### src/logic/pmtb_pkg.sv
package pmtb_pkg;

  // ****************************************
  // register offsets (byte addresses)
  // ****************************************
  localparam logic [3:0] OFS_CONTROL = 4'h0;
  localparam logic [3:0] OFS_DIVSEL  = 4'h4;
  localparam logic [3:0] OFS_PERIOD  = 4'h8;
  localparam logic [3:0] OFS_IRQ_ST  = 4'hC;

  // ****************************************
  // control field positions
  // ****************************************
  localparam int B_ON       = 15;
  localparam int B_IDLE     = 13;
  localparam int B_SEFLAG   = 12;
  localparam int B_SPECIAL_EVENT_IRQ_ENABLE    = 11;
  localparam int B_IMMUPD   = 10;
  localparam int B_SYNC_POLARITY  = 9;
  localparam int B_SYNC_OUT_ENABLE  = 8;
  localparam int B_EXT_SYNC_ENABLE   = 7;
  localparam int B_SRC_LO   = 4;
  localparam int B_PS_LO    = 0;
  localparam logic [15:0] CTRL_WMASK = 16'hAFBF;

  // ****************************************
  // reset values
  // ****************************************
  localparam logic [15:0] CTRL_RST   = 16'h0000;
  localparam logic [2:0]  DIV_RST    = 3'h0;
  localparam logic [15:0] PERIOD_RST = 16'hFFF8;
  localparam logic [1:0]  IRQ_RST    = 2'h0;

  // ****************************************
  // divider codes
  // ****************************************
  localparam logic [2:0] DIV_MAX_CODE = 3'h6;
  localparam int         PRE_W        = 6;

  // ****************************************
  // bus responses
  // ****************************************
  localparam logic [1:0] RESP_OKAY   = 2'h0;
  localparam logic [1:0] RESP_SLVERR = 2'h2;

  typedef enum logic [1:0] {
    PMTB_IDLE = 2'b00,
    PMTB_RUN  = 2'b01,
    PMTB_HALT = 2'b10
  } pmtb_state_e;

endpackage

### src/logic/pmtb_prescaler.sv
`timescale 1ns/1ps
module pmtb_prescaler
  import pmtb_pkg::*;
#(
  parameter int W = PRE_W
) (
  // clock and reset
  input  wire logic       clk_sys_i,
  input  wire logic       rst_i,
  input  wire logic       ce_i,
  // control
  input  wire logic       run_i,
  input  wire logic [2:0] sel_i,
  // output
  output logic            tick_o
);

  logic [W-1:0] cnt_ff;
  logic [W-1:0] nxt_cnt;
  logic [W-1:0] lim;

  // ****************************************
  // ratio decode
  // ****************************************
  // 000 divides by one; 111 is reserved and treated as the largest ratio
  assign lim = (sel_i > DIV_MAX_CODE) ? {W{1'b1}} :
               W'((32'h1 << sel_i) - 32'h1);
  assign tick_o  = run_i && (cnt_ff >= lim);
  assign nxt_cnt = (!run_i || tick_o) ? '0 : cnt_ff + W'(1);

  always_ff @(posedge clk_sys_i) begin
    if (rst_i) begin
      cnt_ff <= '0;
    end else if (ce_i) begin
      cnt_ff <= nxt_cnt;
    end
  end

endmodule

### src/logic/pmtb_top.sv
// Chosen here: the AXI4-Lite interface to the registers and the placing of the registers.
`timescale 1ns/1ps
module pmtb_top
  import pmtb_pkg::*;
(
  // clock, reset, enable
  input  wire logic        clk_sys_i,
  input  wire logic        rst_i,
  input  wire logic        ce_i,
  // device idle request
  input  wire logic        idle_mode_i,
  // external sync pins
  input  wire logic        sync_input1_i,
  input  wire logic        sync_input2_i,
  // axi4-lite write address
  input  wire logic        s_axi_awvalid,
  output logic             s_axi_awready,
  input  wire logic [3:0]  s_axi_awaddr,
  // axi4-lite write data
  input  wire logic        s_axi_wvalid,
  output logic             s_axi_wready,
  input  wire logic [31:0] s_axi_wdata,
  input  wire logic [3:0]  s_axi_wstrb,
  // axi4-lite write response
  output logic             s_axi_bvalid,
  input  wire logic        s_axi_bready,
  output logic [1:0]       s_axi_bresp,
  // axi4-lite read address
  input  wire logic        s_axi_arvalid,
  output logic             s_axi_arready,
  input  wire logic [3:0]  s_axi_araddr,
  // axi4-lite read data
  input  wire logic        s_axi_rvalid_unused_i,
  output logic             s_axi_rvalid,
  input  wire logic        s_axi_rready,
  output logic [31:0]      s_axi_rdata,
  output logic [1:0]       s_axi_rresp,
  // time base outputs
  output logic [15:0]      count_o,
  output logic             sync_output_o,
  output logic             special_event_o,
  output logic             irq_o
);

  // ****************************************
  // registers
  // ****************************************
  logic [15:0] ctrl_ff;
  logic [2:0]  div_ff;
  logic [15:0] per_ff;
  logic [15:0] per_act_ff;
  logic [1:0]  irq_st_ff;
  logic [1:0]  irq_mask_ff;
  logic [15:0] cnt_ff;
  logic [3:0]  post_ff;
  pmtb_state_e state_ff;
  logic [2:0]  s1_ff;
  logic [2:0]  s2_ff;
  logic        sync_o_ff;
  logic        sev_ff;
  logic        aw_ff;
  logic        w_ff;
  logic [3:0]  awa_ff;
  logic [31:0] wd_ff;
  logic [3:0]  ws_ff;
  logic        bv_ff;
  logic [1:0]  br_ff;
  logic        rv_ff;
  logic [31:0] rd_ff;
  logic [1:0]  rr_ff;

  // ****************************************
  // control field decode
  // ****************************************
  wire       on       = ctrl_ff[B_ON];
  wire       idle_hlt = ctrl_ff[B_IDLE] && idle_mode_i;
  wire       imm_upd  = ctrl_ff[B_IMMUPD];
  wire       spol     = ctrl_ff[B_SYNC_POLARITY];
  wire       sync_en  = ctrl_ff[B_EXT_SYNC_ENABLE];
  wire [1:0] src      = ctrl_ff[B_SRC_LO +: 2];
  wire [3:0] post_lim = ctrl_ff[B_PS_LO +: 4];

  // ****************************************
  // sync input synchronisers
  // ****************************************
  // stage 0 is metastable; edges are judged only on stages 1 and 2
  always_ff @(posedge clk_sys_i) begin
    if (rst_i) begin
      s1_ff <= 3'h0;
      s2_ff <= 3'h0;
    end else if (ce_i) begin
      s1_ff <= {s1_ff[1:0], sync_input1_i};
      s2_ff <= {s2_ff[1:0], sync_input2_i};
    end
  end

  wire [1:0] sync_pair = (src == 2'h1) ? s2_ff[2:1] : s1_ff[2:1];
  wire [1:0] sync_lvl  = spol ? ~sync_pair : sync_pair;
  // reserved sources give no sync; period must exceed sync period
  wire ext_sync = sync_en && !src[1] && sync_lvl[0] && !sync_lvl[1];

  // ****************************************
  // time base
  // ****************************************
  logic tick;
  wire  run = (state_ff == PMTB_RUN);

  pmtb_prescaler #(
    .W (PRE_W)
  ) u_pre (
    .clk_sys_i (clk_sys_i),
    .rst_i     (rst_i),
    .ce_i      (ce_i),
    .run_i     (run),
    .sel_i     (div_ff),
    .tick_o    (tick)
  );

  wire period_end = tick && (cnt_ff >= per_act_ff);
  wire restart    = period_end || (run && ext_sync);
  wire post_hit   = restart && (post_ff == post_lim);

  pmtb_state_e nxt_state;
  always_comb begin
    case (state_ff)
      PMTB_IDLE: nxt_state = on ? PMTB_RUN : PMTB_IDLE;
      PMTB_RUN: begin
        if (!on) nxt_state = PMTB_IDLE;
        else if (idle_hlt) nxt_state = PMTB_HALT;
        else nxt_state = PMTB_RUN;
      end
      PMTB_HALT: begin
        if (!on) nxt_state = PMTB_IDLE;
        else if (!idle_hlt) nxt_state = PMTB_RUN;
        else nxt_state = PMTB_HALT;
      end
      default: nxt_state = PMTB_IDLE;
    endcase
  end

  always_ff @(posedge clk_sys_i) begin
    if (rst_i) begin
      state_ff   <= PMTB_IDLE;
      cnt_ff     <= 16'h0000;
      post_ff    <= 4'h0;
      per_act_ff <= PERIOD_RST;
      sync_o_ff  <= 1'b0;
      sev_ff     <= 1'b0;
    end else if (ce_i) begin
      state_ff  <= nxt_state;
      sync_o_ff <= restart && ctrl_ff[B_SYNC_OUT_ENABLE];
      sev_ff    <= post_hit;
      if (state_ff == PMTB_IDLE) begin
        cnt_ff  <= 16'h0000;
        post_ff <= 4'h0;
      end else if (restart) begin
        cnt_ff  <= 16'h0000;
        post_ff <= post_hit ? 4'h0 : post_ff + 4'h1;
      end else if (tick) begin
        cnt_ff <= cnt_ff + 16'h0001;
      end
      // shadow period: at boundary, every cycle in PMTB_IDLE, or at once when immediate update
      if (imm_upd || restart || state_ff == PMTB_IDLE) begin
        per_act_ff <= per_ff;
      end
    end
  end

  assign count_o         = cnt_ff;
  assign sync_output_o   = spol ? !sync_o_ff : sync_o_ff;
  assign special_event_o = sev_ff;

  // ****************************************
  // axi4-lite slave
  // ****************************************
  wire do_wr = aw_ff && w_ff && !bv_ff;
  wire do_rd = s_axi_arvalid && !rv_ff;
  assign s_axi_awready = !aw_ff && !bv_ff;
  assign s_axi_wready  = !w_ff && !bv_ff;
  assign s_axi_arready = !rv_ff;
  assign s_axi_bvalid  = bv_ff;
  assign s_axi_bresp   = br_ff;
  assign s_axi_rvalid  = rv_ff;
  assign s_axi_rdata   = rd_ff;
  assign s_axi_rresp   = rr_ff;

  wire wr_ctrl = do_wr && awa_ff == OFS_CONTROL;
  wire wr_div  = do_wr && awa_ff == OFS_DIVSEL;
  wire wr_per  = do_wr && awa_ff == OFS_PERIOD;
  wire wr_irq  = do_wr && awa_ff == OFS_IRQ_ST;
  wire wr_hit  = wr_ctrl || wr_div || wr_per || wr_irq;
  wire rd_st   = do_rd && s_axi_araddr == OFS_IRQ_ST;
  wire [15:0] wmsk = {{8{ws_ff[1]}}, {8{ws_ff[0]}}};

  // status byte: [1] special event, [0] period end; mask in bits 9:8
  wire [31:0] rd_mux =
    (s_axi_araddr == OFS_CONTROL) ? {16'h0000, ctrl_ff} :
    (s_axi_araddr == OFS_DIVSEL)  ? {29'h0, div_ff} :
    (s_axi_araddr == OFS_PERIOD)  ? {16'h0000, per_ff} :
    {22'h0, irq_mask_ff, 6'h0, irq_st_ff};
  wire rd_ok = (s_axi_araddr == OFS_CONTROL) ||
               (s_axi_araddr == OFS_DIVSEL) ||
               (s_axi_araddr == OFS_PERIOD) || rd_st;

  always_ff @(posedge clk_sys_i) begin
    if (rst_i) begin
      aw_ff <= 1'b0;
      w_ff  <= 1'b0;
      awa_ff <= 4'h0;
      wd_ff <= 32'h0000_0000;
      ws_ff <= 4'h0;
      bv_ff <= 1'b0;
      br_ff <= RESP_OKAY;
      rv_ff <= 1'b0;
      rd_ff <= 32'h0000_0000;
      rr_ff <= RESP_OKAY;
    end else if (ce_i) begin
      if (s_axi_awvalid && s_axi_awready) begin
        aw_ff  <= 1'b1;
        // unaligned addresses match no register and get an error
        awa_ff <= s_axi_awaddr;
      end
      if (s_axi_wvalid && s_axi_wready) begin
        w_ff  <= 1'b1;
        wd_ff <= s_axi_wdata;
        ws_ff <= s_axi_wstrb;
      end
      if (do_wr) begin
        aw_ff <= 1'b0;
        w_ff  <= 1'b0;
        bv_ff <= 1'b1;
        br_ff <= wr_hit ? RESP_OKAY : RESP_SLVERR;
      end else if (bv_ff && s_axi_bready) begin
        bv_ff <= 1'b0;
      end
      if (do_rd) begin
        rv_ff <= 1'b1;
        rd_ff <= rd_mux;
        rr_ff <= rd_ok ? RESP_OKAY : RESP_SLVERR;
      end else if (rv_ff && s_axi_rready) begin
        rv_ff <= 1'b0;
      end
    end
  end

  // ****************************************
  // register file and interrupts
  // ****************************************
  // flag set wins over a clearing read in the same cycle
  wire [1:0] ev = {post_hit, period_end};
  wire [15:0] ctrl_wr = (ctrl_ff & ~wmsk) | (wd_ff[15:0] & wmsk);

  always_ff @(posedge clk_sys_i) begin
    if (rst_i) begin
      ctrl_ff     <= CTRL_RST;
      div_ff      <= DIV_RST;
      per_ff      <= PERIOD_RST;
      irq_st_ff   <= IRQ_RST;
      irq_mask_ff <= IRQ_RST;
    end else if (ce_i) begin
      if (wr_ctrl) begin
        // rely on software; fields are not locked here
        ctrl_ff <= (ctrl_wr & CTRL_WMASK) |
                   (16'h0001 << B_SEFLAG) & {16{post_hit ||
                   (ctrl_ff[B_SEFLAG] && wd_ff[B_SEFLAG])}};
      end else if (post_hit) begin
        ctrl_ff[B_SEFLAG] <= 1'b1;
      end
      if (wr_div && ws_ff[0]) begin
        div_ff <= wd_ff[2:0];
      end
      if (wr_per) begin
        per_ff <= (per_ff & ~wmsk) | (wd_ff[15:0] & wmsk);
      end
      if (wr_irq && ws_ff[1]) begin
        irq_mask_ff <= wd_ff[9:8];
      end
      irq_st_ff <= (rd_st ? 2'h0 : irq_st_ff) | ev;
    end
  end

  assign irq_o = |(irq_st_ff & irq_mask_ff) ||
                 (ctrl_ff[B_SEFLAG] && ctrl_ff[B_SPECIAL_EVENT_IRQ_ENABLE]);

endmodule

### config.mk
export PLATFORM = sky130hd
export DESIGN_NAME = pmtb_top
export DESIGN_NICKNAME = d
export VERILOG_FILES = /design/src/logic/pmtb_pkg.sv /design/src/logic/pmtb_prescaler.sv /design/src/logic/pmtb_top.sv
export SDC_FILE = /design/constraint.sdc
export NUM_CORES = 1
export LEC_CHECK = 0
export BUFFER_PORTS_ARGS = -buffer_cell sky130_fd_sc_hd__buf_2
export CAP_MARGIN = 15
export CORE_ASPECT_RATIO = 1.25
export CORE_UTILIZATION = 55
export CTS_BUF_LIST = sky130_fd_sc_hd__clkbuf_8
export DETAILED_ROUTE_END_ITERATION = 10
export PLACE_DENSITY = 0.8
export SLEW_MARGIN = 20
export SYNTH_ARGS = -nofsm -noshare
export SYNTH_HDL_FRONTEND = slang
export SYNTH_SLANG_ARGS = --single-unit
### constraint.sdc
create_clock -name clk_sys_i -period 2.7 [get_ports clk_sys_i]
set_input_delay 0.54 -clock clk_sys_i [delete_from_list [all_inputs] [get_ports clk_sys_i]]
set_output_delay 0.54 -clock clk_sys_i [all_outputs]
set_load 0.01 [all_outputs]
==> reports/results.txt <==
Antenna violations before repair - 0
GRT met2 Usage - 48.4%
Die X - 98.3 µm
Hold WC Path Type - primary input to register
Pleak - 0.00319 µW
Synth Area in XOR/XNOR - 2.20%
Vias/cell - 5.71
Wire per inst - 15.9 µm
Final setup viols - 0
Worst EP arrival - 2910 ps
GRT Max-Usage Layer - met2
Synth Area in Compound Gates - 14.2%
Max-Cap Viols - 0
Met1 usage - 30.2%
Slowest CP cell - or3_1
Main combinational cell family by area after synthesis - simple AND/OR/NAND/NOR gates
Unique cell type count in the Yosys netlist - 63
Largest net degree at the start of global routing - 113
Syn Inst Count - 733
Worst Hold End - wd_ff[5]
Critical path endpoint category - register
EDFF count, synth - 0
Max Clk Rate - 390 MHz
Headroom to the max-slew limit - 58.8%
Gr usage total - 26.8%
Max Root-Sink Buffers - 2
Met3 Usage GRT - 5.41%
Status - complete, but fails checks
Initial Utilization - 56.9%
ANT cells - 0
Worst Min Path Start - s_axi_wdata[5]
FFs w/ async S/R, synth - 0%
Hold depth - 3
CTS tree - done
First-pass GRT wire length - 25.3 mm
Die Area - 0.0120 mm²
CP top delay family - compound AO/OA/AOI/OAI gates
Buf/Inv on CP - 0
Worst reg2reg startpoint - div_ff[2]
Number of global-route vias before repair - 5365
Post-DRT Antenna Nets - 0
Post-synthesis mux area share - 10.3%
CP Data Required Time - 3040 ps
Max VDD drop - 0.430 mV
Routed WL - 15.3 mm
Area of the core - 0.0112 mm²
Share of layout cells above drive strength 1 - 18.6%
Average cell area after synthesis - 8.69 µm²
Die Span Y - 122 µm
Synth Cell Area - 0.00637 mm²
Number of remaining DRC errors - 8
Row count - 43
Seq/Total Area, Yosys - 41.8%
Crit path cell chain - or3_1, ha_1, nor2b_1, o21ai_0, a31o_2, o21a_2, o2111a_1, a221o_1
Router iterations before antenna repair - 8
Total Power - 3990 µW
Area Growth Syn to Fin - 15.1%
Failing checks - DRC
H-tree depth - 4
Post-Synth Adder-Cell Area - 5.50%
Crit share post-route - 95.1%
Skew-Pair Late Insertion Delay - 440 ps
Tightest Pin Transition - 618 ps
Worst Setup Start Kind - register
DP Cell Count - 932
P per Cell Area - 545 mW/mm²
Max stage delay on crit path - 400 ps
DR iter-0 viols - 350
Pins over their slew limit - 0
Synth Area in Simple Gates - 20.1%
Final hold violations - 0
# port buffers - 78
Synth Flop Type - dfxtp_1
Root Buffer Master - clkbuf_8
Setup Crit Path Kind - register to register
R2R Path End - post_ff[2]
Reg2Reg Setup Slack - 130 ps
CTS buffer count - 17
Register area - 0.00266 mm²
Min Tclk post-route - 2570 ps
Routability cong. - 0.886
Crit path max fanout - 8
Fin Setup TNS - 0 ps
RSZ-0062 raised after global routing - no
R2R cell count - 8
Number of synthesized register bits - 133
Number of nets in the layout - 900
Filler Cell Count - 943
Ys Warns - 0
Detailed placement HPWL - 11.3 mm
Vias - 5503
Final Skew - 11.6 ps
Hold buffer count at CTS - 0
Combined area of the multi-input logic cells - 0.00341 mm²
I/O pin cnt - 116
Clock Pin Slew Worst Setup and Hold Paths - 80 ps
Overflow after GRT - 0
CTS Sinks - 133
Fin cells - 964
-- cell type report --
cell class                      instances  area share, %
Multi-Input combinational cell        540           46.5
Sequential cell                       133           36.3
Timing Repair Buffer                   99           7.85
Clock buffer                           19           3.57
Tap cell                              135           2.30
Clock inverter                         13           2.15
Inverter                               25           1.28
-- metal layers --
metal | wire length (µm) | share of wire [%]
met1 | 6250 | 41
met2 | 7860 | 51
met5 | 0 | 0
met3 | 702 | 4.6
met4 | 482 | 3.2
-- per-stage QoR --
stage               instance area, µm²  utilization (%)  setup slack, ps  hold WS, ps
floorplan                         6430                -              280          436
finish                            7330             65.5              133          331
global route                      7330             65.5             34.1          326
detailed placement                6900             61.7              149          457
global placement                  6900             61.7              197          447
CTS                               7320             65.4              132          315
-- cell usage in the layout, fill, tap and decap left out, types with 4 or more instances in the layout --
master,n
buf_4,20
o32ai_1,4
o21a_1,6
nand2b_1,9
xor2_1,4
nand3_1,25
buf_2,77
nand3b_1,4
nor2b_1,5
a22o_1,4
dfxtp_1,133
nor2_1,90
a21oi_1,56
o21ai_0,9
xnor2_1,12
nand2_1,102
mux2i_1,50
ha_1,28
and3_1,5
conb_1,18
nor3_1,15
nand4_1,9
mux2_2,12
a22oi_1,11
and2_1,5
inv_1,27
nand4b_1,5
o2bb2ai_1,5
clkbuf_8,19
-- worst min-delay path, cell delays in order --
cell and delay, ps:
buf_2 90, nand2_1 50, a21oi_1 50
-- Yosys cell counts (6+ instances only) --
| cell type | count | area share, % |
|---|---|---|
| nand2b_1 | 9 | 0.88 |
| o21a_1 | 6 | 0.71 |
| dfxtp_1 | 133 | 42 |
| ha_1 | 28 | 5.5 |
| nand3_1 | 25 | 2.0 |
| mux2i_1 | 50 | 7.9 |
| xnor2_1 | 12 | 1.6 |
| mux2_2 | 12 | 2.1 |
| clkbuf_1 | 27 | 1.6 |
| a22oi_1 | 11 | 1.3 |
| nor3_1 | 15 | 1.2 |
| nand4_1 | 9 | 0.88 |
| buf_4 | 18 | 2.1 |
| a21oi_1 | 56 | 4.4 |
| nor2_1 | 90 | 5.3 |
| inv_1 | 25 | 1.5 |
| nand2_1 | 102 | 6.0 |
| o21ai_0 | 9 | 0.71 |
-- how the worst max path moves through the flow --
stage | from | to | slack, ps | cells after the start
floorplan | count_o[0] | per_act_ff[10] | 280 | 9
global placement | count_o[0] | post_ff[0] | 200 | 8
detailed placement | per_act_ff[13] | post_ff[2] | 150 | 8
CTS | count_o[0] | post_ff[0] | 130 | 8
global route | per_act_ff[13] | post_ff[2] | 30 | 8
finish | div_ff[2] | post_ff[2] | 130 | 8
-- power by group --
group / switching [µW] / internal, µW
registers: 31.0 / 1990
clock network: 776 / 958
logic: 145 / 92.3
-- cells by family after synthesis --
logic type / after synthesis
AND/OR/NAND/NOR: 284
flip-flops: 133
AO/OA/AOI/OAI: 131
buffers and inverters: 77
multiplexers: 63
adder cells (fa/ha/maj): 28
XOR/XNOR: 16
other: 1
-- repair_timing --
action                                  4_1_cts  5_1_grt
resized for setup                             0        1
setup buffers                                 0        0
endpoints found under the setup margin        0        2
(Power assumes the default switching activity.)
